**config.mk**
```make
export PLATFORM = sky130hd
export DESIGN_NAME = cll_logic_top
export DESIGN_NICKNAME = d
export VERILOG_FILES = /design/src/cll_pkg.sv /design/src/cll_logic_top.sv /design/src/cll_cell_filter.sv
export SDC_FILE = /design/constraint.sdc
export NUM_CORES = 1
export LEC_CHECK = 0
export BUFFER_PORTS_ARGS = -buffer_cell sky130_fd_sc_hd__buf_4
export CAP_MARGIN = 30
export CORE_UTILIZATION = 60
export CTS_BUF_LIST = sky130_fd_sc_hd__clkbuf_4
export DETAILED_ROUTE_END_ITERATION = 12
export HOLD_SLACK_MARGIN = 0.12
export MAX_ROUTING_LAYER = met4
export PLACE_DENSITY = 0.81
export SLEW_MARGIN = 25
export SYNTH_ARGS = -nofsm -noshare
export SYNTH_HDL_FRONTEND = slang
export SYNTH_SLANG_ARGS = --single-unit
```
**constraint.sdc**
```tcl
create_clock -name clk_sys -period 4.8 [get_ports clk_sys]
set_input_delay 0.96 -clock clk_sys [delete_from_list [all_inputs] [get_ports clk_sys]]
set_output_delay 0.96 -clock clk_sys [all_outputs]
set_load 0.01 [all_outputs]
```
**src/cll_pkg.sv**
```systemverilog
package cll_pkg;

  // sizes of the block
  localparam int CLL_CELLS    = 4;
  localparam int CLL_PAIRS    = 2;
  localparam int CLL_INPUTS   = 3;
  localparam int CLL_ADDR_W   = 8;
  localparam int CLL_DATA_W   = 32;
  localparam int CLL_REG_W    = 8;

  // register indices; byte address is four times the index
  localparam logic [5:0] IDX_BLOCK_CONTROL = 6'h00;
  localparam logic [5:0] IDX_SEQ_CONTROL_0 = 6'h01;
  localparam logic [5:0] IDX_SEQ_CONTROL_1 = 6'h02;
  localparam logic [5:0] IDX_CELL_BASE     = 6'h08;
  localparam logic [5:0] IDX_CELL_STRIDE   = 6'h04;
  localparam logic [5:0] IDX_CELL_STATUS   = 6'h20;

  // sub-offsets inside one cell group
  localparam logic [5:0] SUB_CONTROL_A = 6'h00;
  localparam logic [5:0] SUB_CONTROL_B = 6'h01;
  localparam logic [5:0] SUB_CONTROL_C = 6'h02;
  localparam logic [5:0] SUB_TRUTH     = 6'h03;

  // reset values
  localparam logic [7:0] RST_REG   = 8'h00;
  localparam logic [31:0] RST_WORD = 32'h0000_0000;

  // block_control fields
  localparam int BLOCK_ENABLE_BIT = 0;
  localparam int RUN_STANDBY_BIT  = 6;

  // cell_control_a fields
  localparam int CELL_ENABLE_BIT   = 0;
  localparam int CLOCK_SOURCE_LSB  = 1;
  localparam int FILTER_SELECT_LSB = 4;
  localparam int OUTPUT_ENABLE_BIT = 6;
  localparam int EDGE_DETECT_BIT   = 7;

  // cell_control_b / cell_control_c / sequencer_control fields
  localparam int INPUT_SELECT_0_LSB = 0;
  localparam int INPUT_SELECT_1_LSB = 4;
  localparam int INPUT_SELECT_2_LSB = 0;
  localparam int SEQ_SELECT_LSB     = 0;

  // cell_clock_source codes
  localparam logic [2:0] CLOCK_SOURCE_PER  = 3'h0;
  localparam logic [2:0] CLOCK_SOURCE_PIN2 = 3'h1;

  // filter_select codes
  localparam logic [1:0] FILTER_NONE = 2'h0;
  localparam logic [1:0] FILTER_SYNC = 2'h1;
  localparam logic [1:0] FILTER_GLITCH = 2'h2;

  // input source codes
  localparam logic [3:0] SRC_MASK     = 4'h0;
  localparam logic [3:0] SRC_FEEDBACK = 4'h1;
  localparam logic [3:0] SRC_LINK     = 4'h2;
  localparam logic [3:0] SRC_EVENT_A  = 4'h3;
  localparam logic [3:0] SRC_EVENT_B  = 4'h4;
  localparam logic [3:0] SRC_PIN      = 4'h5;
  localparam logic [3:0] SRC_COMPARE  = 4'h6;
  localparam logic [3:0] SRC_SERIAL   = 4'h8;
  localparam logic [3:0] SRC_SPI      = 4'h9;
  localparam logic [3:0] SRC_TIMER16  = 4'ha;
  localparam logic [3:0] SRC_TIMERCAP = 4'hc;

  // sequencer_select codes
  localparam logic [3:0] SEQ_OFF                  = 4'h0;
  localparam logic [3:0] SEQ_D_FLIPFLOP_MODE      = 4'h1;
  localparam logic [3:0] SEQ_JK_FLIPFLOP_MODE     = 4'h2;
  localparam logic [3:0] SEQ_D_LATCH_MODE         = 4'h3;
  localparam logic [3:0] SEQ_SET_RESET_LATCH_MODE = 4'h4;

endpackage : cll_pkg

```
**src/cll_logic_top.sv**
```systemverilog
`timescale 1ns/100ps
`default_nettype none

module cll_logic_top
  import cll_pkg::*;
(
  // clock and reset
  input  wire logic                    clk_sys,
  input  wire logic                    rst_n,
  // avalon-mm slave
  input  wire logic [CLL_ADDR_W-1:0]   avs_address,
  input  wire logic                    avs_read,
  input  wire logic                    avs_write,
  input  wire logic [CLL_DATA_W-1:0]   avs_writedata,
  input  wire logic [3:0]              avs_byteenable,
  output logic      [CLL_DATA_W-1:0]   avs_readdata,
  output logic                         avs_waitrequest,
  // cell input sources
  input  wire logic [CLL_CELLS-1:0]    event_line_a,
  input  wire logic [CLL_CELLS-1:0]    event_line_b,
  input  wire logic [3*CLL_CELLS-1:0]  cell_pin_in,
  input  wire logic                    comparator_out,
  input  wire logic [1:0]              serial_tx,
  input  wire logic [1:0]              serial_host_mode,
  input  wire logic                    spi_data_out,
  input  wire logic                    spi_clock_out,
  input  wire logic                    spi_host_mode,
  input  wire logic [2:0]              timer16_waveform_output,
  input  wire logic [1:0]              timer_capture_waveform_output,
  // cell outputs
  output logic      [CLL_CELLS-1:0]    cell_output,
  output logic      [CLL_CELLS-1:0]    cell_output_enable
);

  // register file
  logic [CLL_REG_W-1:0] block_control;
  logic [CLL_REG_W-1:0] sequencer_control [CLL_PAIRS];
  logic [CLL_REG_W-1:0] cell_control_a    [CLL_CELLS];
  logic [CLL_REG_W-1:0] cell_control_b    [CLL_CELLS];
  logic [CLL_REG_W-1:0] cell_control_c    [CLL_CELLS];
  logic [CLL_REG_W-1:0] cell_truth_table  [CLL_CELLS];

  // datapath
  logic [CLL_CELLS-1:0] active;
  logic [CLL_CELLS-1:0] cell_locked;
  logic [CLL_CELLS-1:0] comb_result;
  logic [CLL_CELLS-1:0] raw_result;
  logic [CLL_CELLS-1:0] cell_result;
  logic [CLL_CELLS-1:0] cell_tick;
  logic [CLL_CELLS-1:0] pin_clocked;
  logic [CLL_CELLS-1:0] input2_level;
  logic [CLL_PAIRS-1:0] seq_state;
  logic [CLL_PAIRS-1:0] seq_used;
  logic [CLL_PAIRS-1:0] seq_view;

  // bus handshake
  logic                  wait_q;
  logic                  bus_req;
  logic                  wr_take;
  logic [5:0]            reg_index;
  logic [CLL_DATA_W-1:0] next_readdata;

  assign bus_req   = avs_read | avs_write;
  assign reg_index = avs_address[CLL_ADDR_W-1:2];
  assign wr_take   = avs_write & ~wait_q & avs_byteenable[0];

  // one wait cycle per access, then a single taken cycle
  always_ff @(posedge clk_sys or negedge rst_n) begin
    if (!rst_n) begin
      wait_q <= 1'b1;
    end else if (bus_req && wait_q) begin
      wait_q <= 1'b0;
    end else begin
      wait_q <= 1'b1;
    end
  end

  assign avs_waitrequest = wait_q;

  // read mux; unmapped indices read zero
  always_comb begin
    next_readdata = RST_WORD;
    case (reg_index)
      IDX_BLOCK_CONTROL: next_readdata[CLL_REG_W-1:0] = block_control;
      IDX_SEQ_CONTROL_0: next_readdata[CLL_REG_W-1:0] = sequencer_control[0];
      IDX_SEQ_CONTROL_1: next_readdata[CLL_REG_W-1:0] = sequencer_control[1];
      IDX_CELL_STATUS:   next_readdata[CLL_REG_W-1:0] = {2'h0, seq_view, cell_output};
      default: begin
        for (int k = 0; k < CLL_CELLS; k++) begin
          if (reg_index == 6'(IDX_CELL_BASE + IDX_CELL_STRIDE * k + SUB_CONTROL_A)) begin
            next_readdata[CLL_REG_W-1:0] = cell_control_a[k];
          end
          if (reg_index == 6'(IDX_CELL_BASE + IDX_CELL_STRIDE * k + SUB_CONTROL_B)) begin
            next_readdata[CLL_REG_W-1:0] = cell_control_b[k];
          end
          if (reg_index == 6'(IDX_CELL_BASE + IDX_CELL_STRIDE * k + SUB_CONTROL_C)) begin
            next_readdata[CLL_REG_W-1:0] = cell_control_c[k];
          end
          if (reg_index == 6'(IDX_CELL_BASE + IDX_CELL_STRIDE * k + SUB_TRUTH)) begin
            next_readdata[CLL_REG_W-1:0] = cell_truth_table[k];
          end
        end
      end
    endcase
  end

  // read data loaded as waitrequest falls, so it stands at the taking edge
  always_ff @(posedge clk_sys or negedge rst_n) begin
    if (!rst_n) begin
      avs_readdata <= RST_WORD;
    end else if (avs_read && wait_q) begin
      avs_readdata <= next_readdata;
    end
  end

  // block control is never locked
  always_ff @(posedge clk_sys or negedge rst_n) begin
    if (!rst_n) begin
      block_control <= RST_REG;
    end else if (wr_take && reg_index == IDX_BLOCK_CONTROL) begin
      block_control <= avs_writedata[CLL_REG_W-1:0];
    end
  end

  // sequencer selection, locked by the even cell of the pair
  genvar p;
  generate
    for (p = 0; p < CLL_PAIRS; p++) begin : g_pair
      localparam logic [5:0] SEQ_IDX = 6'(IDX_SEQ_CONTROL_0 + p);
      logic [3:0] mode;
      logic       d_in;
      logic       g_in;

      always_ff @(posedge clk_sys or negedge rst_n) begin
        if (!rst_n) begin
          sequencer_control[p] <= RST_REG;
        end else if (wr_take && reg_index == SEQ_IDX && !cell_control_a[2*p][CELL_ENABLE_BIT]) begin
          sequencer_control[p] <= avs_writedata[CLL_REG_W-1:0];
        end
      end

      assign mode        = sequencer_control[p][SEQ_SELECT_LSB +: 4];
      assign d_in        = cell_result[2*p];
      assign g_in        = cell_result[2*p+1];
      assign seq_used[p] = (mode != SEQ_OFF);
      // a disabled even cell hides the state at once, before the clearing edge
      assign seq_view[p] = seq_state[p] & active[2*p];

      // latches follow on every system clock; flip-flops on the even cell tick
      always_ff @(posedge clk_sys or negedge rst_n) begin
        if (!rst_n) begin
          seq_state[p] <= 1'b0;
        end else if (!active[2*p]) begin
          seq_state[p] <= 1'b0;
        end else begin
          case (mode)
            SEQ_D_FLIPFLOP_MODE: begin
              if (cell_tick[2*p] && g_in) begin
                seq_state[p] <= d_in;
              end
            end
            SEQ_JK_FLIPFLOP_MODE: begin
              if (cell_tick[2*p]) begin
                case ({d_in, g_in})
                  2'b01:   seq_state[p] <= 1'b0;
                  2'b10:   seq_state[p] <= 1'b1;
                  2'b11:   seq_state[p] <= ~seq_state[p];
                  default: seq_state[p] <= seq_state[p];
                endcase
              end
            end
            SEQ_D_LATCH_MODE: begin
              if (g_in) begin
                seq_state[p] <= d_in;
              end
            end
            SEQ_SET_RESET_LATCH_MODE: begin
              // forbidden set-and-reset simply holds
              if (d_in && !g_in) begin
                seq_state[p] <= 1'b1;
              end else if (g_in && !d_in) begin
                seq_state[p] <= 1'b0;
              end
            end
            default: seq_state[p] <= 1'b0;
          endcase
        end
      end
    end
  endgenerate

  // per-cell registers, input selection, table and filter
  genvar n;
  generate
    for (n = 0; n < CLL_CELLS; n++) begin : g_cell
      localparam logic [5:0] IDX_A = 6'(IDX_CELL_BASE + IDX_CELL_STRIDE * n + SUB_CONTROL_A);
      localparam logic [5:0] IDX_B = 6'(IDX_CELL_BASE + IDX_CELL_STRIDE * n + SUB_CONTROL_B);
      localparam logic [5:0] IDX_C = 6'(IDX_CELL_BASE + IDX_CELL_STRIDE * n + SUB_CONTROL_C);
      localparam logic [5:0] IDX_T = 6'(IDX_CELL_BASE + IDX_CELL_STRIDE * n + SUB_TRUTH);
      localparam int EVEN = n - (n % 2);
      localparam int NEXT = (n + 1) % CLL_CELLS;
      logic [2:0] sel_in;
      logic [3:0] sel_code [CLL_INPUTS];

      // locking follows the even cell of the pair
      assign cell_locked[n] = cell_control_a[EVEN][CELL_ENABLE_BIT];
      assign active[n]      = block_control[BLOCK_ENABLE_BIT] & cell_control_a[n][CELL_ENABLE_BIT];

      // enable bit always writable; other fields only while unlocked
      always_ff @(posedge clk_sys or negedge rst_n) begin
        if (!rst_n) begin
          cell_control_a[n] <= RST_REG;
        end else if (wr_take && reg_index == IDX_A) begin
          if (cell_locked[n]) begin
            cell_control_a[n][CELL_ENABLE_BIT] <= avs_writedata[CELL_ENABLE_BIT];
          end else begin
            cell_control_a[n] <= avs_writedata[CLL_REG_W-1:0];
          end
        end
      end

      // input selectors and truth table
      always_ff @(posedge clk_sys or negedge rst_n) begin
        if (!rst_n) begin
          cell_control_b[n]   <= RST_REG;
          cell_control_c[n]   <= RST_REG;
          cell_truth_table[n] <= RST_REG;
        end else if (wr_take && !cell_locked[n]) begin
          if (reg_index == IDX_B) begin
            cell_control_b[n] <= avs_writedata[CLL_REG_W-1:0];
          end
          if (reg_index == IDX_C) begin
            cell_control_c[n] <= avs_writedata[CLL_REG_W-1:0];
          end
          if (reg_index == IDX_T) begin
            cell_truth_table[n] <= avs_writedata[CLL_REG_W-1:0];
          end
        end
      end

      assign sel_code[0] = cell_control_b[n][INPUT_SELECT_0_LSB +: 4];
      assign sel_code[1] = cell_control_b[n][INPUT_SELECT_1_LSB +: 4];
      assign sel_code[2] = cell_control_c[n][INPUT_SELECT_2_LSB +: 4];

      // one source multiplexer per input position
      for (genvar y = 0; y < CLL_INPUTS; y++) begin : g_in
        always_comb begin
          case (sel_code[y])
            SRC_FEEDBACK: sel_in[y] = seq_view[n/2];
            SRC_LINK:     sel_in[y] = raw_result[NEXT];
            SRC_EVENT_A:  sel_in[y] = event_line_a[n];
            SRC_EVENT_B:  sel_in[y] = event_line_b[n];
            SRC_PIN:      sel_in[y] = cell_pin_in[3*n+y];
            SRC_COMPARE:  sel_in[y] = comparator_out;
            SRC_SERIAL:   sel_in[y] = (y < 2) ? (serial_tx[y%2] & serial_host_mode[y%2]) : 1'b0;
            SRC_SPI:      sel_in[y] = ((y < 2) ? spi_data_out : spi_clock_out) & spi_host_mode;
            SRC_TIMER16:  sel_in[y] = timer16_waveform_output[y];
            SRC_TIMERCAP: sel_in[y] = (y < 2) ? timer_capture_waveform_output[y%2] : 1'b0;
            default:      sel_in[y] = 1'b0;
          endcase
        end
      end

      // input 2 clocks the cell and is masked in the table when chosen
      assign pin_clocked[n]  = (cell_control_a[n][CLOCK_SOURCE_LSB +: 3] == CLOCK_SOURCE_PIN2);
      assign input2_level[n] = sel_in[2];
      assign comb_result[n]  = cell_truth_table[n][{sel_in[2] & ~pin_clocked[n], sel_in[1], sel_in[0]}];

      // registered unfiltered result; breaks loops through the link path
      always_ff @(posedge clk_sys or negedge rst_n) begin
        if (!rst_n) begin
          raw_result[n] <= 1'b0;
        end else begin
          raw_result[n] <= active[n] & comb_result[n];
        end
      end

      cll_cell_filter u_filter (
        .clk_sys            (clk_sys),
        .rst_n              (rst_n),
        .active             (active[n]),
        .clock_from_pin     (pin_clocked[n]),
        .filter_select      (cell_control_a[n][FILTER_SELECT_LSB +: 2]),
        .edge_detect_enable (cell_control_a[n][EDGE_DETECT_BIT]),
        .comb_in            (comb_result[n]),
        .clock_level        (input2_level[n]),
        .cell_out           (cell_result[n]),
        .cell_tick          (cell_tick[n])
      );

      // even output carries the sequencer when one is selected
      always_ff @(posedge clk_sys or negedge rst_n) begin
        if (!rst_n) begin
          cell_output[n]        <= 1'b0;
          cell_output_enable[n] <= 1'b0;
        end else begin
          if (!active[n]) begin
            cell_output[n] <= 1'b0;
          end else if ((n % 2 == 0) && seq_used[n/2]) begin
            cell_output[n] <= seq_view[n/2];
          end else begin
            cell_output[n] <= cell_result[n];
          end
          cell_output_enable[n] <= active[n] & cell_control_a[n][OUTPUT_ENABLE_BIT];
        end
      end
    end
  endgenerate

endmodule : cll_logic_top

`default_nettype wire

```
**src/cll_cell_filter.sv**
```systemverilog
`timescale 1ns/100ps
`default_nettype none

module cll_cell_filter
  import cll_pkg::*;
(
  // clock and reset
  input  wire logic       clk_sys,
  input  wire logic       rst_n,
  // cell configuration
  input  wire logic       active,
  input  wire logic       clock_from_pin,
  input  wire logic [1:0] filter_select,
  input  wire logic       edge_detect_enable,
  // data
  input  wire logic       comb_in,
  input  wire logic       clock_level,
  output logic            cell_out,
  output logic            cell_tick
);

  logic       clock_prev;
  logic [2:0] stage;
  logic       held;
  logic       edge_prev;
  logic       pulse;
  logic       filtered;

  // cell clock: every system edge, or the rising edge of input 2
  always_ff @(posedge clk_sys or negedge rst_n) begin
    if (!rst_n) begin
      clock_prev <= 1'b0;
    end else begin
      clock_prev <= clock_level;
    end
  end

  assign cell_tick = clock_from_pin ? (clock_level & ~clock_prev) : 1'b1;

  // sample chain and gated flip-flop; cleared the edge after disable
  always_ff @(posedge clk_sys or negedge rst_n) begin
    if (!rst_n) begin
      stage <= 3'h0;
      held  <= 1'b0;
    end else if (!active) begin
      stage <= 3'h0;
      held  <= 1'b0;
    end else if (cell_tick) begin
      stage <= {stage[1:0], comb_in};
      // needs three equal samples, so the value lags four cell edges
      if (stage[0] == stage[1] && stage[1] == stage[2]) begin
        held <= stage[2];
      end
    end
  end

  // filter choice
  always_comb begin
    case (filter_select)
      FILTER_SYNC:   filtered = stage[1];
      FILTER_GLITCH: filtered = held;
      default:       filtered = comb_in;
    endcase
  end

  // rising edge detector, pulse stands one cell-clock period
  always_ff @(posedge clk_sys or negedge rst_n) begin
    if (!rst_n) begin
      edge_prev <= 1'b0;
      pulse     <= 1'b0;
    end else if (!active) begin
      edge_prev <= 1'b0;
      pulse     <= 1'b0;
    end else if (cell_tick) begin
      edge_prev <= filtered;
      pulse     <= filtered & ~edge_prev;
    end
  end

  assign cell_out = edge_detect_enable ? pulse : filtered;

endmodule : cll_cell_filter

`default_nettype wire

```
### Word level (Yosys, flattened, before mapping)

Cells that the tools add are included.

| word-level totals | value |
|---|---|
| register bits after elaboration | 203 |
| output and inout bits | 41 |
| logic and storage cells | 458 |

| operators by class | value |
|---|---|
| $lt $le $gt $ge | 4 |
| eq/ne operators | 183 |
| multiplexer cells | 108 |
| bitwise logic cells | 50 |
| reduce and logical (&&, ||, !) cells | 54 |

Operator list:

| operator | number |
|---|---|
| 4-bit == test, second input constant | 40 |
| 4-bit by 3-bit == test with 1-bit output, second input constant | 38 |
| 8-bit 2-to-1 mux | 16 |
| 4-bit by 2-bit == test with 1-bit output, second input constant | 28 |
| 1-bit case mux with 10 select lines | 8 |
| 1-bit 2-to-1 mux | 59 |
| 4-bit by 1-bit == test with 1-bit output, second input constant | 14 |
| 6-bit by 4-bit == test with 1-bit output, second input constant | 8 |
| 6-bit by 5-bit == test with 1-bit output, second input constant | 8 |
| 2-bit AND reduction | 20 |
| 1-bit bitwise AND | 32 |
| 1-bit case mux with 8 select lines | 4 |
| 8-bit case mux with 4 select lines | 1 |
| 3-bit 2-to-1 mux | 8 |
| 1-bit logical AND | 23 |
| 3-bit inequality test, second input constant | 6 |
| 1-bit inverter | 17 |
| 2-bit == test, second input constant | 8 |
| 3-bit by 4-bit < comparator with 1-bit output, second input constant | 4 |
| 2-bit inequality test, second input constant | 8 |
| 1-bit binary-select mux with 3-bit select | 4 |
| 2-bit by 1-bit == test with 1-bit output, second input constant | 6 |
| 3-bit by 1-bit == test with 1-bit output, second input constant | 4 |
| 5-bit inequality test, second input constant | 2 |
| 13 further kinds | 33 |

### Depth between registers and ports, before layout

Gate-level depths: netlist of the first run.

| depth | value |
|---|---|
| depth in word-level cells | 18 |
| depth in mapped cells | 19 |
| mapped depth without buffers | 17 |

### Hierarchy

From an unflattened synthesis of the first run, not the netlist that was laid out.

| unflattened totals | value |
|---|---|
| cell total of the unflattened synthesis | 1145 |
| area total of the unflattened synthesis | 12195.4 µm² |

Modules (own cells, without submodules):

| module | instances | cells each | area an instance (µm²) | sequential area each (µm²) |
|---|---|---|---|---|
| cll_logic_top | 1 | 981 | 10613.9 | 4380.5 |
| cll_cell_filter | 4 | 41 | 395.4 | 175.2 |

### Worst setup path before layout of the first run

OpenSTA, ideal clock, no wires.

| timing path | value |
|---|---|
| kind | in2reg |
| start point | input port comparator_out |
| end point | register seq_state[1] |
| arrival | 3.859 ns |
| data required time | 4.721 ns |
| setup slack | 0.861 ns |
| stages | 17 |
| buffers on the path | 1 |
| cell sequence | buf_2 inv_1 a21oi_1 o21ai_0 nor4_4 mux2i_1 mux2i_1 mux2_2 o211ai_1 nand2_1 ha_1 or3_1 a21oi_1 a2111oi_0 a21o_1 o41ai_2 mux2i_1 |

| on the way | value |
|---|---|
| cells in the longest elaborated chain, start to end | 11 |

Ends and longest elaborated chain:

| what | RTL line | source |
|---|---|---|
| start: declaration | cll_logic_top.sv:22 | `input wire logic comparator_out,` |
| 1-bit case mux with 8 select lines | cll_logic_top.sv:248 | `case (sel_code[y])` |
| 1-bit bitwise AND | cll_logic_top.sv:267 | `assign comb_result[n] = cell_truth_table[n][{sel_in[2] & ~pin_clocked[n], sel_in[1], sel_in[0]}];` |
| 1-bit binary-select mux with 3-bit select | cll_logic_top.sv:267 |  |
| 1-bit 2-to-1 mux (implied by the code) | cll_logic_top.sv:267 |  |
| 1-bit case mux with 2 select lines | cll_cell_filter.sv:59 | `case (filter_select)` |
| 1-bit 2-to-1 mux | cll_cell_filter.sv:80 | `assign cell_out = edge_detect_enable ? pulse : filtered;` |
| 2-bit == test, or another cell as far along | cll_logic_top.sv:164 | `case ({d_in, g_in})` |
| 1-bit case mux with 3 select lines / 1-bit logical AND (equally long branches) | cll_logic_top.sv:164, cll_logic_top.sv:179 |  |
| 1-bit 2-to-1 mux, on equally long branches | cll_logic_top.sv:163, cll_logic_top.sv:179 |  |
| 1-bit case mux with 4 select lines | cll_logic_top.sv:156 | `case (mode)` |
| 1-bit 2-to-1 mux | cll_logic_top.sv:153 | `end else if (!active[2*p]) begin` |
| end signal: indexed assignment | cll_logic_top.sv:159 | `seq_state[p] <= d_in;` |
| end signal: indexed assignment | cll_logic_top.sv:167 | `2'b11: seq_state[p] <= ~seq_state[p];` |
| end signal: indexed assignment | cll_logic_top.sv:168 | `default: seq_state[p] <= seq_state[p];` |
| end: declaration | cll_logic_top.sv:52 | `logic [CLL_PAIRS-1:0] seq_state;` |

Parallel ways exist; a longest one is shown, timed or not. The select of a mux whose other input is x is not followed.
A chain may end at the register's enable or synchronous reset.

### Worst setup path after layout of the first run

| timing path | value |
|---|---|
| start point | register block_control[0] |
| end point | register seq_state[0] |

| on the way | value |
|---|---|
| cells in the longest elaborated chain, start to end | 13 |

Ends and longest elaborated chain:

| what | RTL line | source |
|---|---|---|
| start: declaration | cll_logic_top.sv:36 | `logic [CLL_REG_W-1:0] block_control;` |
| start signal: assignment | cll_logic_top.sv:121 | `block_control <= avs_writedata[CLL_REG_W-1:0];` |
| 1-bit bitwise AND (*) | cll_logic_top.sv:207 | `assign active[n] = block_control[BLOCK_ENABLE_BIT] & cell_control_a[n][CELL_ENABLE_BIT];` |
| 1-bit bitwise AND | cll_logic_top.sv:147 | `assign seq_view[p] = seq_state[p] & active[2*p];` |
| 1-bit case mux with 8 select lines | cll_logic_top.sv:248 |  |
| 1-bit bitwise AND | cll_logic_top.sv:267 |  |
| 1-bit binary-select mux with 3-bit select | cll_logic_top.sv:267 |  |
| 1-bit 2-to-1 mux (implied by the code) | cll_logic_top.sv:267 |  |
| 1-bit case mux with 2 select lines | cll_cell_filter.sv:59 |  |
| 1-bit 2-to-1 mux | cll_cell_filter.sv:80 |  |
| 2-bit == test, or another cell as far along | cll_logic_top.sv:164 |  |
| 1-bit case mux with 3 select lines / 1-bit logical AND (equally long branches) | cll_logic_top.sv:164, cll_logic_top.sv:179 |  |
| 1-bit 2-to-1 mux, on equally long branches | cll_logic_top.sv:163, cll_logic_top.sv:179 |  |
| 1-bit case mux with 4 select lines | cll_logic_top.sv:156 |  |
| 1-bit 2-to-1 mux | cll_logic_top.sv:153 |  |

Every way passes the cells marked *; elsewhere a longest branch is shown, timed or not. The select of a mux whose other input is x is not followed.

==> results of run 1 <==
critical path: stages, from the launching register on:
cell                       delay [ps]
sky130_fd_sc_hd__dfrtp_1          510
sky130_fd_sc_hd__and3_1           540
sky130_fd_sc_hd__a31oi_1          170
sky130_fd_sc_hd__o221a_1          310
sky130_fd_sc_hd__mux4_1           500
sky130_fd_sc_hd__mux2i_4          260
sky130_fd_sc_hd__mux2i_2          160
sky130_fd_sc_hd__mux2i_4          210
sky130_fd_sc_hd__inv_1             90
sky130_fd_sc_hd__ha_1             180
sky130_fd_sc_hd__nor3_1           180
sky130_fd_sc_hd__a22o_1           150
sky130_fd_sc_hd__nand2_1          100
sky130_fd_sc_hd__nand3b_1         120
sky130_fd_sc_hd__a211oi_2          60
sky130_fd_sc_hd__a21o_1           190
sky130_fd_sc_hd__a32oi_1          210
logic make-up after synthesis:
kind of cell	count (synthesis)
flops	203
compound gates	267
buf+inv	121
other cells	1
mux	211
simple gates	306
fa+ha+maj	14
flip-flops by register name, indices dropped and copies added (netlist names), 12 cells and up:
| register | count |
|---|---|
| cell_control_a | 32 |
| cell_truth_table | 32 |
| cell_control_b | 32 |
| g_cell.u_filter.stage | 12 |
| cell_control_c | 32 |
routing by layer:
metal  wire length, um  up-vias
met5                 0        -
met4              1800        0
met3              3550      141
met2             14400      629
met1             13400     4741
li1                  -     4304
worst min-delay path by stage:
stage	startpoint	to	cells after the start
final	rst_n	cell_control_a[18]	1
after detailed placement	avs_readdata[2]	avs_readdata[2]	2
after CTS	rst_n	cell_control_a[18]	1
after floorplan	g_cell[0].u_filter.edge_prev	g_cell[0].u_filter.pulse	1
after global placement	avs_readdata[2]	avs_readdata[2]	2
after global routing	avs_write	avs_waitrequest	2
stage by stage:
step / std cells / power (uW) / cell area (um2)
floorplan: 1146 / 2200 / 11700
global placement: 1408 / 2380 / 12200
detailed placement: 1408 / 2400 / 12200
CTS: 1508 / 3910 / 12900
global route: 1511 / 4070 / 12900
finish: 1511 / 3900 / 12900
cell type report:
| type | instances | area [um2] | area share |
|---|---|---|---|
| Inverter | 39 | 146 | 0.0113 |
| Clock inverter | 17 | 67.6 | 0.00523 |
| Multi-Input combinational cell | 822 | 6020 | 0.466 |
| Antenna cell | 2 | 5.00 | 0.000388 |
| Sequential cell | 203 | 5080 | 0.394 |
| Timing Repair Buffer | 85 | 642 | 0.0497 |
| Tap cell | 260 | 325 | 0.0252 |
| Clock buffer | 83 | 623 | 0.0483 |
layout by cell type, fill, tap and decap left out, types with 4 or more instances in the layout:
cell type	Yosys	layout
sky130_fd_sc_hd__a31oi_1	18	18
sky130_fd_sc_hd__nand2b_1	12	12
sky130_fd_sc_hd__o211ai_1	10	10
sky130_fd_sc_hd__nor2b_1	10	10
sky130_fd_sc_hd__mux2_2	159	159
sky130_fd_sc_hd__o221ai_1	10	10
sky130_fd_sc_hd__a211oi_1	10	10
sky130_fd_sc_hd__o22ai_1	15	15
sky130_fd_sc_hd__and3_1	11	11
sky130_fd_sc_hd__ha_1	14	14
sky130_fd_sc_hd__and2_1	4	4
sky130_fd_sc_hd__nor4_1	6	6
sky130_fd_sc_hd__a211o_1	5	5
sky130_fd_sc_hd__dfrtp_1	202	202
sky130_fd_sc_hd__a22oi_1	11	11
sky130_fd_sc_hd__nand3b_1	7	7
sky130_fd_sc_hd__clkbuf_4	0	83
sky130_fd_sc_hd__a21oi_1	58	58
sky130_fd_sc_hd__and4b_1	4	4
sky130_fd_sc_hd__buf_4	25	83
sky130_fd_sc_hd__o22a_1	4	4
sky130_fd_sc_hd__nand2_1	111	111
sky130_fd_sc_hd__o21ai_0	64	64
sky130_fd_sc_hd__inv_1	38	38
sky130_fd_sc_hd__mux4_2	7	7
sky130_fd_sc_hd__clkinv_1	1	15
sky130_fd_sc_hd__mux2i_1	39	39
sky130_fd_sc_hd__nor2_1	72	72
sky130_fd_sc_hd__a221oi_1	12	12
sky130_fd_sc_hd__o31ai_1	10	10
sky130_fd_sc_hd__nor3b_1	9	9
sky130_fd_sc_hd__conb_1	1	24
sky130_fd_sc_hd__nor3_1	24	24
sky130_fd_sc_hd__nand3_1	17	17
power by group through the flow:
stage                     Sequential (uW)  Clock [uW]  Combinational [uW]
after floorplan                      1860           0                 340
after global placement               1890           0                 487
after detailed placement             1900           0                 499
after CTS                            1860        1550                 502
after global routing                 1870        1640                 549
final                                1870        1530                 509
==> flow_summary.html, run 1 <==
<table>
<tr><th>Metric</th><th>Value</th></tr>
<tr><th colspan="2">Critical path</th></tr>
<tr><td>Critical register-to-register path startpoint</td><td>block_control[0]</td></tr>
<tr><td>Endpoint of the lowest-slack register-to-register path</td><td>seq_state[0]</td></tr>
<tr><td>Data required time at the worst endpoint</td><td>5370 ps</td></tr>
<tr><td>Critical Path End</td><td>seq_state[0]</td></tr>
<tr><td>Startpoint type of the worst setup path</td><td>flip-flop</td></tr>
<tr><td>Critical Path Start</td><td>block_control[0]</td></tr>
<tr><td>CP endpoint kind</td><td>flip-flop</td></tr>
<tr><td>Maximum fanout count along the critical path</td><td>8</td></tr>
<tr><td>Reg2Reg Depth</td><td>16</td></tr>
<tr><td>CP Class</td><td>flip-flop to flip-flop</td></tr>
<tr><td>Reg-to-reg slack, setup</td><td>approximately 750 ps</td></tr>
<tr><td>Worst path arrival time</td><td>4620 ps</td></tr>
<tr><th colspan="2">Clocking</th></tr>
<tr><td>CTS root buffer</td><td>sky130_fd_sc_hd__clkbuf_4</td></tr>
<tr><td>Setup Buffers After CTS</td><td>0</td></tr>
<tr><td>TritonCTS clock tree</td><td>done</td></tr>
<tr><td>Post-cts repair resize count</td><td>0</td></tr>
<tr><td>Clock transition at the registers of the reported paths</td><td>70 ps</td></tr>
<tr><td>Latest clock arrival within the worst-skew pair</td><td>690 ps</td></tr>
<tr><td>Total clock buffers created by CTS</td><td>55</td></tr>
<tr><td>Sinks on the clock net</td><td>approximately 200</td></tr>
<tr><td>Hold buffer count at cts</td><td>0</td></tr>
<tr><td>Maximum number of buffers from clock root to sink</td><td>3</td></tr>
<tr><td>H-tree level count</td><td>2</td></tr>
<tr><th colspan="2">Yosys</th></tr>
<tr><td>Synthesized-area fraction occupied by and/or/nand/nor cells</td><td>0.129</td></tr>
<tr><td>Synthesis Warnings</td><td>0</td></tr>
<tr><td>Synthesized area per cell</td><td>10.3 um2</td></tr>
<tr><td>Main combinational cell family by area after synthesis</td><td>multiplexers</td></tr>
<tr><td>Synthesized instance count</td><td>around 1100</td></tr>
<tr><td>Flop and latch count out of synthesis</td><td>203</td></tr>
<tr><td>Share of synthesized area occupied by flip-flops and latches</td><td>0.438</td></tr>
<tr><td>Share of the synthesized area in the top cell type</td><td>0.435</td></tr>
<tr><td>Multiplexer share of the synthesized area</td><td>0.213</td></tr>
<tr><td>Cell taking the most area after synthesis</td><td>sky130_fd_sc_hd__dfrtp_1</td></tr>
<tr><td>Xor and xnor fraction of the mapped netlist area</td><td>0</td></tr>
<tr><td>Cell types occupying the most area after synthesis</td><td>sky130_fd_sc_hd__dfrtp_1 44%, sky130_fd_sc_hd__mux2_2 15%, sky130_fd_sc_hd__nand2_1 3.6%</td></tr>
<tr><td>Synth Area in Compound Gates</td><td>0.153</td></tr>
<tr><td>Most frequent cell after synthesis</td><td>sky130_fd_sc_hd__dfrtp_1</td></tr>
<tr><td>Count of flip-flops with a built-in enable after synthesis</td><td>0</td></tr>
<tr><td>FFs w/ async S/R, synth</td><td>1.00</td></tr>
<tr><td>Leading register cell type out of synthesis</td><td>sky130_fd_sc_hd__dfrtp_1</td></tr>
<tr><td>Most numerous cell types in the synthesized netlist</td><td>202 x sky130_fd_sc_hd__dfrtp_1, 159 x sky130_fd_sc_hd__mux2_2, 111 x sky130_fd_sc_hd__nand2_1</td></tr>
<tr><td>Fraction of the mapped netlist area in adder cells</td><td>0.0151</td></tr>
<tr><td>Number of distinct standard cells referenced by the synthesized netlist</td><td>78</td></tr>
<tr><td>Post-synthesis cell area</td><td>about 12000 um2</td></tr>
<tr><th colspan="2">Pwr</th></tr>
<tr><td>Switching share of power</td><td>0.288</td></tr>
<tr><td>Sw power</td><td>1130 uW</td></tr>
<tr><td>Clk network pwr share</td><td>0.391</td></tr>
<tr><td>Pint</td><td>2780 uW</td></tr>
<tr><td>Share of total power in combinational logic</td><td>0.130</td></tr>
<tr><td>Total leakage power</td><td>0.00596 uW</td></tr>
<tr><td>Worst IR drop on VDD</td><td>~0.22 mV</td></tr>
<tr><td>Total power density per cell area</td><td>302 nW/um2</td></tr>
<tr><td>Part of the power in registers</td><td>0.478</td></tr>
<tr><th colspan="2">GRT</th></tr>
<tr><td>Most utilized layer in the global route result</td><td>met2</td></tr>
<tr><td>GRT Resource Usage Total</td><td>0.356</td></tr>
<tr><td>Global route total overflow</td><td>0</td></tr>
<tr><td>Global-route wire length before repair</td><td>52100 um</td></tr>
<tr><td>Maximum number of pins on one net before global-route repair</td><td>109</td></tr>
<tr><td>Global routing usage on met1</td><td>0.467</td></tr>
<tr><td>Initial antenna violation count</td><td>2</td></tr>
<tr><td>Vias in the first global route</td><td>~9400</td></tr>
<tr><td>Met2 layer usage reported by global route</td><td>0.512</td></tr>
<tr><td>GR Layer Usage met3</td><td>0.0842</td></tr>
<tr><th colspan="2">Cells and area</th></tr>
<tr><td>Utilization after layout</td><td>0.686</td></tr>
<tr><td>Layout-stage area growth over the synthesis result</td><td>11.2%</td></tr>
<tr><td>Filler instances</td><td>between 1000 and 1500</td></tr>
<tr><td>Fraction of final layout cells with drive strength greater than 1</td><td>0.285</td></tr>
<tr><td>Final net count</td><td>1301</td></tr>
<tr><th colspan="2">Place</th></tr>
<tr><td>Port bufs</td><td>68</td></tr>
<tr><td>Sum of net half-perimeters after detailed placement</td><td>23100 um</td></tr>
<tr><td>Setup slack at placement</td><td>207 ps</td></tr>
<tr><td>Gpl congestion</td><td>1.01</td></tr>
<tr><th colspan="2">Timing</th></tr>
<tr><td>Number of endpoints with negative hold slack in the final report</td><td>0</td></tr>
<tr><td>Setup WS post-layout</td><td>roughly 750 ps</td></tr>
<tr><td>Total Neg Setup Slack</td><td>0 ps</td></tr>
<tr><td>Total count of max-transition violations in the final report</td><td>0</td></tr>
<tr><td>Setup repair after global routing missed its margin</td><td>false</td></tr>
<tr><td>Final setup violation count</td><td>0</td></tr>
<tr><td>Max_slew headroom</td><td>0.411</td></tr>
<tr><td>Portion of the clock cycle consumed by the worst path in the final layout</td><td>0.843</td></tr>
<tr><td>Slew at the pin closest to its max-slew limit</td><td>884 ps</td></tr>
<tr><td>Post-Route Skew</td><td>41.7 ps</td></tr>
<tr><td>Highest clock frequency the design can meet</td><td>247 MHz</td></tr>
<tr><td>Final-layout worst hold slack</td><td>approximately 390 ps</td></tr>
<tr><td>Post-layout min period</td><td>between 4000 and 5000 ps</td></tr>
<tr><th colspan="2">Route</th></tr>
<tr><td>Total DRC errors in the routed layout</td><td>0</td></tr>
<tr><td>Iteration count of the initial detailed-routing pass</td><td>8</td></tr>
<tr><td>Routed length per instance</td><td>21.9 um</td></tr>
<tr><td>Final wirelength</td><td>roughly 33000 um</td></tr>
<tr><td>Drt initial violations</td><td>1037</td></tr>
<tr><td>Via Count</td><td>9815</td></tr>
<tr><td>Number of vias per cell</td><td>6.50</td></tr>
<tr><td>Count of antenna-violating nets left after detailed routing</td><td>0</td></tr>
<tr><th colspan="2">Floorplanning</th></tr>
<tr><td>Effective utilization at floorplan</td><td>0.616</td></tr>
<tr><td>Chip Width</td><td>about 140 um</td></tr>
<tr><td>Ports</td><td>122</td></tr>
<tr><td>Die outline height</td><td>141 um</td></tr>
<tr><td>Std-Cell Rows</td><td>50</td></tr>
<tr><td>Die Footprint</td><td>19900 um2</td></tr>
<tr><td>Placeable Area</td><td>18800 um2</td></tr>
<tr><th colspan="2">Hold path</th></tr>
<tr><td>Worst hold-check path type</td><td>primary input to async pin</td></tr>
<tr><th colspan="2">Flow run</th></tr>
<tr><td>Number of max-cap violations</td><td>0</td></tr>
<tr><th colspan="2">Run status</th></tr>
<tr><td>Status</td><td>complete, no violations</td></tr>
</table>
Power figures use the tool's default switching activity.
==> run 2, diff against run 1 <==
--- a/config.mk
+++ b/config.mk
@@ -5,6 +5,7 @@
 export SDC_FILE = /design/constraint.sdc
 export NUM_CORES = 1
 export LEC_CHECK = 0
+export ABC_AREA = 1
 export BUFFER_PORTS_ARGS = -buffer_cell sky130_fd_sc_hd__buf_4
 export CAP_MARGIN = 30
 export CORE_UTILIZATION = 60
==> constraint.sdc (replaced) <==
create_clock -name clk_sys -period 4.1 [get_ports clk_sys]
set_input_delay 0.82 -clock clk_sys [delete_from_list [all_inputs] [get_ports clk_sys]]
set_output_delay 0.82 -clock clk_sys [all_outputs]
set_load 0.01 [all_outputs]
==> run 2 against run 1 <==
Final area is 0.95% lower. Register-to-register slack better by 60 ps. Critical path depth is 5 higher. Count of clock-buffer cells in the layout is 4 lower. Largest cell class unchanged. Via count is 14% higher. Non-clock buffer count is 6 lower. Sequential power is 17% higher. Hold slack worse by 180 ps. Combinational power is 6.5% higher.
==> flow_summary.html, run 2 <==
<table>
<tr><th>Metric</th><th>Value</th></tr>
<tr><th colspan="2">Place</th></tr>
<tr><td>Port bufs</td><td>68</td></tr>
<tr><td>Gpl congestion</td><td>0.984</td></tr>
<tr><td>Sum of net half-perimeters after detailed placement</td><td>24500 um</td></tr>
<tr><th colspan="2">Route</th></tr>
<tr><td>Routed length per instance</td><td>18.2 um</td></tr>
<tr><td>Total DRC errors in the routed layout</td><td>0</td></tr>
<tr><td>Total routed wire length on the met1 layer</td><td>14400 um</td></tr>
<tr><td>Iteration count of the initial detailed-routing pass</td><td>7</td></tr>
<tr><td>Final wirelength</td><td>35000 um</td></tr>
<tr><td>Via Count</td><td>approximately 11000</td></tr>
<tr><td>Drt initial violations</td><td>1210</td></tr>
<tr><td>Count of antenna-violating nets left after detailed routing</td><td>0</td></tr>
<tr><td>Met3 Wirelength</td><td>3710 um</td></tr>
<tr><td>Number of vias per cell</td><td>5.83</td></tr>
<tr><td>Top metal layer carrying routed signals</td><td>met4</td></tr>
<tr><td>WL met2</td><td>15500 um</td></tr>
<tr><th colspan="2">Clocking</th></tr>
<tr><td>TritonCTS clock tree</td><td>done</td></tr>
<tr><td>Total clock buffers created by CTS</td><td>54</td></tr>
<tr><td>H-tree level count</td><td>2</td></tr>
<tr><td>CTS root buffer</td><td>sky130_fd_sc_hd__clkbuf_4</td></tr>
<tr><td>Setup Buffers After CTS</td><td>0</td></tr>
<tr><td>Hold buffer count at cts</td><td>0</td></tr>
<tr><td>Sinks on the clock net</td><td>about 200</td></tr>
<tr><td>Maximum number of buffers from clock root to sink</td><td>3</td></tr>
<tr><td>Post-cts repair resize count</td><td>0</td></tr>
<tr><td>Clock transition at the registers of the reported paths</td><td>70 ps</td></tr>
<tr><td>Latest clock arrival within the worst-skew pair</td><td>680 ps</td></tr>
<tr><th colspan="2">Critical path</th></tr>
<tr><td>Cells along the critical path</td><td>nand2_4, nor2_4, inv_2, nor2_4, o21ai_2, nand3_2, nand2_1, nand3_1, nand3_1, nand3_2, nand3b_2, nand2_1, inv_1, ha_1, or3_1, a211oi_1, nor2_1, nand2_2, nor2_2, nand2_1, nand2_1</td></tr>
<tr><td>Critical register-to-register path startpoint</td><td>cell_control_a[8]</td></tr>
<tr><td>Cell with the biggest individual delay on the critical path</td><td>sky130_fd_sc_hd__dfrtp_1</td></tr>
<tr><td>Critical path's largest stage delay</td><td>440 ps</td></tr>
<tr><td>Reg-to-reg slack, setup</td><td>810 ps</td></tr>
<tr><td>Worst path arrival time</td><td>between 3000 and 4000 ps</td></tr>
<tr><td>Cell with the most instances on the worst path</td><td>sky130_fd_sc_hd__nand2_1</td></tr>
<tr><td>Maximum fanout count along the critical path</td><td>10</td></tr>
<tr><td>CP endpoint kind</td><td>flip-flop</td></tr>
<tr><td>Reg2Reg Depth</td><td>21</td></tr>
<tr><td>CP Class</td><td>flip-flop to flip-flop</td></tr>
<tr><td>Data required time at the worst endpoint</td><td>4660 ps</td></tr>
<tr><td>Startpoint type of the worst setup path</td><td>flip-flop</td></tr>
<tr><td>Endpoint of the lowest-slack register-to-register path</td><td>seq_state[1]</td></tr>
<tr><th colspan="2">Cells and area</th></tr>
<tr><td>Highest-count cells in the layout ignoring fill and taps</td><td>463 x sky130_fd_sc_hd__nand2_1, 202 x sky130_fd_sc_hd__dfrtp_1, 181 x sky130_fd_sc_hd__o21ai_0, 167 x sky130_fd_sc_hd__inv_1, 112 x sky130_fd_sc_hd__nor2_1</td></tr>
<tr><td>Sequential cell area</td><td>5080 um2</td></tr>
<tr><td>Final net count</td><td>1745</td></tr>
<tr><td>Layout-stage area growth over the synthesis result</td><td>11.8%</td></tr>
<tr><td>Most frequent standard cell in the layout excluding fill and tap cells</td><td>sky130_fd_sc_hd__nand2_1</td></tr>
<tr><td>Area occupied by multi-input gates</td><td>~5500 um2</td></tr>
<tr><td>Filler instances</td><td>between 1500 and 2000</td></tr>
<tr><td>Fraction of final layout cells with drive strength greater than 1</td><td>0.137</td></tr>
<tr><th colspan="2">Yosys</th></tr>
<tr><td>Share of the synthesized area in the top cell type</td><td>0.442</td></tr>
<tr><td>Synthesis Warnings</td><td>0</td></tr>
<tr><td>Post-synthesis cell area</td><td>roughly 11000 um2</td></tr>
<tr><td>Most frequent cell after synthesis</td><td>sky130_fd_sc_hd__nand2_1</td></tr>
<tr><td>Leading register cell type out of synthesis</td><td>sky130_fd_sc_hd__dfrtp_1</td></tr>
<tr><td>Flop and latch count out of synthesis</td><td>203</td></tr>
<tr><td>Synthesized instance count</td><td>1551</td></tr>
<tr><td>Number of distinct standard cells referenced by the synthesized netlist</td><td>49</td></tr>
<tr><td>Cell taking the most area after synthesis</td><td>sky130_fd_sc_hd__dfrtp_1</td></tr>
<tr><td>Count of flip-flops with a built-in enable after synthesis</td><td>0</td></tr>
<tr><td>Most numerous cell types in the synthesized netlist</td><td>463 x sky130_fd_sc_hd__nand2_1, 202 x sky130_fd_sc_hd__dfrtp_1, 181 x sky130_fd_sc_hd__o21ai_0</td></tr>
<tr><td>Cell types occupying the most area after synthesis</td><td>sky130_fd_sc_hd__dfrtp_1 44%, sky130_fd_sc_hd__nand2_1 15%, sky130_fd_sc_hd__o21ai_0 7.9%</td></tr>
<tr><td>Share of synthesized area occupied by flip-flops and latches</td><td>0.444</td></tr>
<tr><td>FFs w/ async S/R, synth</td><td>1.00</td></tr>
<tr><td>Synthesized area per cell</td><td>about 7.4 um2</td></tr>
<tr><th colspan="2">Pwr</th></tr>
<tr><td>Post-route total power</td><td>4470 uW</td></tr>
<tr><td>Worst IR drop on VDD</td><td>0.258 mV</td></tr>
<tr><td>Total power density per cell area</td><td>349 nW/um2</td></tr>
<tr><td>Total leakage power</td><td>0.00623 uW</td></tr>
<tr><th colspan="2">Floorplanning</th></tr>
<tr><td>Effective utilization at floorplan</td><td>0.611</td></tr>
<tr><td>Die outline height</td><td>140 um</td></tr>
<tr><td>Die Footprint</td><td>19600 um2</td></tr>
<tr><td>Ports</td><td>around 120</td></tr>
<tr><td>Chip Width</td><td>roughly 140 um</td></tr>
<tr><td>Placeable Area</td><td>18700 um2</td></tr>
<tr><td>Std-Cell Rows</td><td>50</td></tr>
<tr><th colspan="2">Timing</th></tr>
<tr><td>Setup repair after global routing missed its margin</td><td>false</td></tr>
<tr><td>Final setup violation count</td><td>0</td></tr>
<tr><td>Post-Route Skew</td><td>slightly above 30 ps</td></tr>
<tr><td>Max_slew headroom</td><td>0.360</td></tr>
<tr><td>Slew at the pin closest to its max-slew limit</td><td>958 ps</td></tr>
<tr><td>Highest clock frequency the design can meet</td><td>304 MHz</td></tr>
<tr><td>Number of endpoints with negative hold slack in the final report</td><td>0</td></tr>
<tr><td>Total Neg Setup Slack</td><td>0 ps</td></tr>
<tr><td>Total count of max-transition violations in the final report</td><td>0</td></tr>
<tr><td>Portion of the clock cycle consumed by the worst path in the final layout</td><td>0.802</td></tr>
<tr><td>Post-layout min period</td><td>3290 ps</td></tr>
<tr><th colspan="2">GRT</th></tr>
<tr><td>Maximum number of pins on one net before global-route repair</td><td>102</td></tr>
<tr><td>GRT Resource Usage Total</td><td>0.378</td></tr>
<tr><td>Initial antenna violation count</td><td>1</td></tr>
<tr><td>Global route total overflow</td><td>0</td></tr>
<tr><td>Vias in the first global route</td><td>roughly 10000</td></tr>
<tr><td>Global-route wire length before repair</td><td>55100 um</td></tr>
<tr><th colspan="2">Hold path</th></tr>
<tr><td>Worst hold-check path type</td><td>primary input to async pin</td></tr>
<tr><th colspan="2">Run status</th></tr>
<tr><td>Status</td><td>complete, no violations</td></tr>
<tr><th colspan="2">Flow run</th></tr>
<tr><td>Number of max-cap violations</td><td>0</td></tr>
</table>
[run 2: cell count changes after synthesis, moves of 13 or more]
cell                      delta
sky130_fd_sc_hd__nand4_1    +50
sky130_fd_sc_hd__mux2_2    -159
sky130_fd_sc_hd__o21ai_0   +117
sky130_fd_sc_hd__inv_1     +129
sky130_fd_sc_hd__a31oi_1    -14
sky130_fd_sc_hd__nand3_1    +94
sky130_fd_sc_hd__nand2_1   +352
sky130_fd_sc_hd__or2_2      +13
sky130_fd_sc_hd__a21oi_1    -16
sky130_fd_sc_hd__nor2_1     +40
sky130_fd_sc_hd__mux2i_1    -39
[run 2: power by group]
group	switching, uW	internal [uW]	total, uW	leakage [uW]
sequential	93.2	2090	2190	0.00279
combinational	356	186	542	0.00304
clock	862	877	1740	0.000391
[run 2: worst max-delay path, delay by kind of cell (launching register included)]
kind / cells / cell delay [ps]
compound gates: 2 / 330
fa+ha+maj: 1 / 200
buf+inv: 2 / 230
flops: 1 / 440
simple gates: 16 / 1950
[run 2: layout make-up]
cell class,count,area share
Sequential cell,203,0.397
Antenna cell,1,0.000196
Clock inverter,16,0.00479
Tap cell,234,0.0229
Timing Repair Buffer,79,0.0494
Clock buffer,79,0.0464
Multi-Input combinational cell,1138,0.428
Inverter,174,0.0511
[run 2: cells by family after synthesis]
logic type               Yosys count  synth area share
AND/OR/NAND/NOR                  819             0.320
adder cells (fa/ha/maj)           14            0.0153
flip-flops                       203             0.444
other                              1          0.000328
AO/OA/AOI/OAI                    281             0.135
buffers and inverters            233            0.0850
[run 2: layer usage]
metal,global-route usage,vias to the layer above
met4,0.151,0
met3,0.0738,104
met2,0.568,599
met5,-,-
li1,-,5295
met1,0.505,5218
[run 2: how the worst max path moves through the flow]
stage	to	from	slack (ps)	cells past startpoint
2_1_floorplan	seq_state[1]	comparator_out	900	19
3_3_place_gp	seq_state[1]	spi_host_mode	410	23
3_5_place_dp	seq_state[1]	spi_data_out	310	23
4_1_cts	seq_state[1]	cell_control_a[8]	870	21
5_1_grt	seq_state[1]	cell_control_b[8]	530	22
6_report	seq_state[1]	cell_control_a[8]	810	21
[run 2: per-stage QoR]
step                      std cells  utilization  hold WS, ps  cell area, um2  setup WS (ps)
after floorplan                1574            -          434           11500            904
after global placement         1827        0.647          450           12100            412
after detailed placement       1827        0.647          447           12100            312
after CTS                      1922        0.682          248           12800            870
after global routing           1924        0.684          304           12800            528
final                          1924        0.684          205           12800            812
==> run 3, diff against run 2 <==
--- a/config.mk
+++ b/config.mk
@@ -8,12 +8,12 @@
 export ABC_AREA = 1
 export BUFFER_PORTS_ARGS = -buffer_cell sky130_fd_sc_hd__buf_4
 export CAP_MARGIN = 30
-export CORE_UTILIZATION = 60
+export CORE_UTILIZATION = 55
 export CTS_BUF_LIST = sky130_fd_sc_hd__clkbuf_4
 export DETAILED_ROUTE_END_ITERATION = 12
 export HOLD_SLACK_MARGIN = 0.12
 export MAX_ROUTING_LAYER = met4
-export PLACE_DENSITY = 0.81
+export PLACE_DENSITY = 0.78
 export SLEW_MARGIN = 25
 export SYNTH_ARGS = -nofsm -noshare
 export SYNTH_HDL_FRONTEND = slang
==> constraint.sdc (replaced) <==
create_clock -name clk_sys -period 2.8 [get_ports clk_sys]
set_input_delay 0.56 -clock clk_sys [delete_from_list [all_inputs] [get_ports clk_sys]]
set_output_delay 0.56 -clock clk_sys [all_outputs]
set_load 0.01 [all_outputs]
==> run 3 against run 2 <==
The run now ends with negative setup slack left. Core utilization rose by 0.64 points. Count of clock-buffer cells in the layout up 5. Fmax is 11% higher. Sequential share of layout area decreased by 3.4 points. Critical path type unchanged. Clock power rose by 60%. Largest cell class unchanged. Final area up 9.5%.
==> flow_summary.html, run 3 (synthesis gave the netlist of run 2 again) <==
<table>
<tr><th>Metric</th><th>Value</th></tr>
<tr><th colspan="2">Clocking</th></tr>
<tr><td>H-tree level count</td><td>2</td></tr>
<tr><td>Latest clock arrival within the worst-skew pair</td><td>approximately 700 ps</td></tr>
<tr><td>CTS root buffer</td><td>sky130_fd_sc_hd__clkbuf_4</td></tr>
<tr><td>TritonCTS clock tree</td><td>done</td></tr>
<tr><td>Total clock buffers created by CTS</td><td>between 50 and 60</td></tr>
<tr><td>Sinks on the clock net</td><td>203</td></tr>
<tr><td>Maximum number of buffers from clock root to sink</td><td>3</td></tr>
<tr><td>Clock transition at the registers of the reported paths</td><td>roughly 70 ps</td></tr>
<tr><th colspan="2">Run status</th></tr>
<tr><td>Status</td><td>finished, violations left</td></tr>
<tr><td>Failing checks</td><td>negative setup slack</td></tr>
<tr><th colspan="2">Place</th></tr>
<tr><td>Sum of net half-perimeters after detailed placement</td><td>25900 um</td></tr>
<tr><td>Gpl congestion</td><td>0.983</td></tr>
<tr><td>Standard cell area after detailed placement</td><td>12900 um2</td></tr>
<tr><td>Port bufs</td><td>68</td></tr>
<tr><td>Setup slack at placement</td><td>-442 ps</td></tr>
<tr><th colspan="2">Floorplanning</th></tr>
<tr><td>Die outline height</td><td>146 um</td></tr>
<tr><td>Chip Width</td><td>146 um</td></tr>
<tr><td>Placeable Area</td><td>slightly above 20000 um2</td></tr>
<tr><td>Effective utilization at floorplan</td><td>0.563</td></tr>
<tr><td>Ports</td><td>122</td></tr>
<tr><td>Std-Cell Rows</td><td>52</td></tr>
<tr><td>Die Footprint</td><td>21400 um2</td></tr>
<tr><th colspan="2">Timing</th></tr>
<tr><td>Highest clock frequency the design can meet</td><td>336 MHz</td></tr>
<tr><td>Final-layout worst hold slack</td><td>roughly 390 ps</td></tr>
<tr><td>Setup repair after global routing missed its margin</td><td>true</td></tr>
<tr><td>Post-Route Skew</td><td>32.8 ps</td></tr>
<tr><td>Portion of the clock cycle consumed by the worst path in the final layout</td><td>1.06</td></tr>
<tr><td>Total Neg Setup Slack</td><td>-174 ps</td></tr>
<tr><td>Slew at the pin closest to its max-slew limit</td><td>between 500 and 600 ps</td></tr>
<tr><td>Number of endpoints with negative hold slack in the final report</td><td>0</td></tr>
<tr><td>Post-layout min period</td><td>2970 ps</td></tr>
<tr><td>Max_slew headroom</td><td>0.602</td></tr>
<tr><td>Setup WS post-layout</td><td>-174 ps</td></tr>
<tr><td>Final setup violation count</td><td>1</td></tr>
<tr><td>Total count of max-transition violations in the final report</td><td>0</td></tr>
<tr><th colspan="2">GRT</th></tr>
<tr><td>Maximum number of pins on one net before global-route repair</td><td>63</td></tr>
<tr><td>Global-route wire length before repair</td><td>56900 um</td></tr>
<tr><td>Initial antenna violation count</td><td>1</td></tr>
<tr><td>Vias in the first global route</td><td>10600</td></tr>
<tr><td>GRT Resource Usage Total</td><td>0.355</td></tr>
<tr><td>Global route total overflow</td><td>0</td></tr>
<tr><th colspan="2">Critical path</th></tr>
<tr><td>Endpoint of the lowest-slack register-to-register path</td><td>seq_state[1]</td></tr>
<tr><td>Cell with the biggest individual delay on the critical path</td><td>sky130_fd_sc_hd__dfrtp_1</td></tr>
<tr><td>Reg-to-reg slack, setup</td><td>-170 ps</td></tr>
<tr><td>Critical Path Start</td><td>block_control[0]</td></tr>
<tr><td>Cells along the critical path</td><td>nand2_4, nor2_4, inv_2, nand3_1, a21oi_2, nor4_4, nand3b_1, nand3_2, nand2_2, nand2_4, nand2_4, inv_4, ha_4, or3_4, a211oi_2, nor2_1, nand2_2, nor2_2, nand2_1, nand2_1</td></tr>
<tr><td>Cell with the most instances on the worst path</td><td>sky130_fd_sc_hd__nand2_4</td></tr>
<tr><td>Data required time at the worst endpoint</td><td>3380 ps</td></tr>
<tr><td>Maximum fanout count along the critical path</td><td>4</td></tr>
<tr><td>Crit path buf inv count</td><td>2</td></tr>
<tr><td>CP Class</td><td>flip-flop to flip-flop</td></tr>
<tr><td>Critical register-to-register path startpoint</td><td>block_control[0]</td></tr>
<tr><td>Startpoint type of the worst setup path</td><td>flip-flop</td></tr>
<tr><td>Worst path top cell family by delay</td><td>simple AND/OR/NAND/NOR gates</td></tr>
<tr><td>Critical Path End</td><td>seq_state[1]</td></tr>
<tr><td>Worst path arrival time</td><td>about 3600 ps</td></tr>
<tr><td>Cell depth of the worst setup path</td><td>20</td></tr>
<tr><td>CP endpoint kind</td><td>flip-flop</td></tr>
<tr><td>Reg2Reg Depth</td><td>20</td></tr>
<tr><td>Critical path's largest stage delay</td><td>410 ps</td></tr>
<tr><th colspan="2">Route</th></tr>
<tr><td>Via Count</td><td>between 10000 and 15000</td></tr>
<tr><td>Final wirelength</td><td>36900 um</td></tr>
<tr><td>Routed length per instance</td><td>17.8 um</td></tr>
<tr><td>Total routed wire length on the met1 layer</td><td>roughly 16000 um</td></tr>
<tr><td>Count of antenna-violating nets left after detailed routing</td><td>0</td></tr>
<tr><td>Top metal layer carrying routed signals</td><td>met4</td></tr>
<tr><td>Total DRC errors in the routed layout</td><td>0</td></tr>
<tr><td>WL met2</td><td>roughly 16000 um</td></tr>
<tr><td>Iteration count of the initial detailed-routing pass</td><td>8</td></tr>
<tr><td>Number of vias per cell</td><td>5.65</td></tr>
<tr><td>Met3 Wirelength</td><td>3730 um</td></tr>
<tr><td>Drt initial violations</td><td>1065</td></tr>
<tr><th colspan="2">Hold path</th></tr>
<tr><td>Worst hold-check path type</td><td>primary input to flip-flop</td></tr>
<tr><th colspan="2">Pwr</th></tr>
<tr><td>Worst IR drop on VDD</td><td>0.289 mV</td></tr>
<tr><td>Total leakage power</td><td>0.00683 uW</td></tr>
<tr><td>Total power density per cell area</td><td>498 nW/um2</td></tr>
<tr><th colspan="2">Cells and area</th></tr>
<tr><td>Most frequent standard cell in the layout excluding fill and tap cells</td><td>sky130_fd_sc_hd__nand2_1</td></tr>
<tr><td>Fraction of final layout cells with drive strength greater than 1</td><td>0.224</td></tr>
<tr><td>Post-route design area</td><td>14000 um2</td></tr>
<tr><td>Final net count</td><td>1850</td></tr>
<tr><td>Layout-stage area growth over the synthesis result</td><td>22.4%</td></tr>
<tr><td>Utilization after layout</td><td>0.690</td></tr>
<tr><td>Highest-count cells in the layout ignoring fill and taps</td><td>451 x sky130_fd_sc_hd__nand2_1, 198 x sky130_fd_sc_hd__dfrtp_1, 178 x sky130_fd_sc_hd__o21ai_0, 173 x sky130_fd_sc_hd__buf_4, 157 x sky130_fd_sc_hd__inv_1</td></tr>
<tr><th colspan="2">Flow run</th></tr>
<tr><td>Number of max-cap violations</td><td>0</td></tr>
</table>
==> run 3: changes by cell type in the layout (fill, tap and decap cells not counted), sizes merged <==
cell,previous run,this run
buf,78,179
clkbuf,80,85
dlygate4sd3,0,3
clkinv,17,15
bufinv,0,1
inv,173,174
==> run 3: report_power, final <==
| part | switching (uW) | total [uW] | internal (uW) |
|---|---|---|---|
| combinational | 606 | 1020 | 409 |
| sequential | 124 | 3190 | 3070 |
| clock | 1320 | 2780 | 1460 |
==> run 3: cell type report <==
type                       count  area, um2
fill                        1769       6290
multi-input combinational   1138       5760
sequential                   203       5090
timing repair buffer         183       1440
inverter                     174        661
clock buffer                  84        631
tap                          270        338
clock inverter                16       91.3
antenna                        1       2.50
==> run 3: worst register-to-register path: stages (launching register included) <==
cell                       delay, ps
sky130_fd_sc_hd__dfrtp_1         410
sky130_fd_sc_hd__nand2_4          80
sky130_fd_sc_hd__nor2_4          230
sky130_fd_sc_hd__inv_2           140
sky130_fd_sc_hd__nand3_1         110
sky130_fd_sc_hd__a21oi_2          80
sky130_fd_sc_hd__nor4_4          180
sky130_fd_sc_hd__nand3b_1        190
sky130_fd_sc_hd__nand3_2         110
sky130_fd_sc_hd__nand2_2         110
sky130_fd_sc_hd__nand2_4          80
sky130_fd_sc_hd__nand2_4          80
sky130_fd_sc_hd__inv_4            40
sky130_fd_sc_hd__ha_4            150
sky130_fd_sc_hd__or3_4           380
sky130_fd_sc_hd__a211oi_2        230
sky130_fd_sc_hd__nor2_1           80
sky130_fd_sc_hd__nand2_2          70
sky130_fd_sc_hd__nor2_2           30
sky130_fd_sc_hd__nand2_1          50
sky130_fd_sc_hd__nand2_1          50
==> run 3: metal layers <==
layer,vias to the layer above,track usage
met5,-,-
met4,0,0.138
met3,112,0.0688
met2,646,0.518
met1,5429,0.489
li1,5499,-
==> run 3: what timing repair did <==
action,in CTS,in global routing
setup buffers,3,8
endpoints found under the hold margin,57,0
pin swaps,5,37
gates cloned,0,0
endpoints found under the setup margin,2,2
hold buffers,3,0
gates resized for setup,0,79
==> run 3: worst min path at each step <==
stage,cells past startpoint,startpoint,slack [ps],endpoint
after global routing,5,avs_byteenable[0],380,cell_control_a[8]
after detailed placement,1,g_cell[0].u_filter.edge_prev,450,g_cell[0].u_filter.pulse
after global placement,1,g_cell[0].u_filter.edge_prev,440,g_cell[0].u_filter.pulse
after floorplan,0,rst_n,260,avs_readdata[0]
after CTS,7,cell_pin_in[5],340,g_cell[1].u_filter.clock_prev
final,7,cell_pin_in[5],390,g_cell[1].u_filter.clock_prev
==> run 3: through the flow <==
step,instances,power [uW]
after global placement,1955,4110
after CTS,2061,6900
after global routing,2069,7280
after floorplan,1574,3690
after detailed placement,1955,4140
final,2069,6980
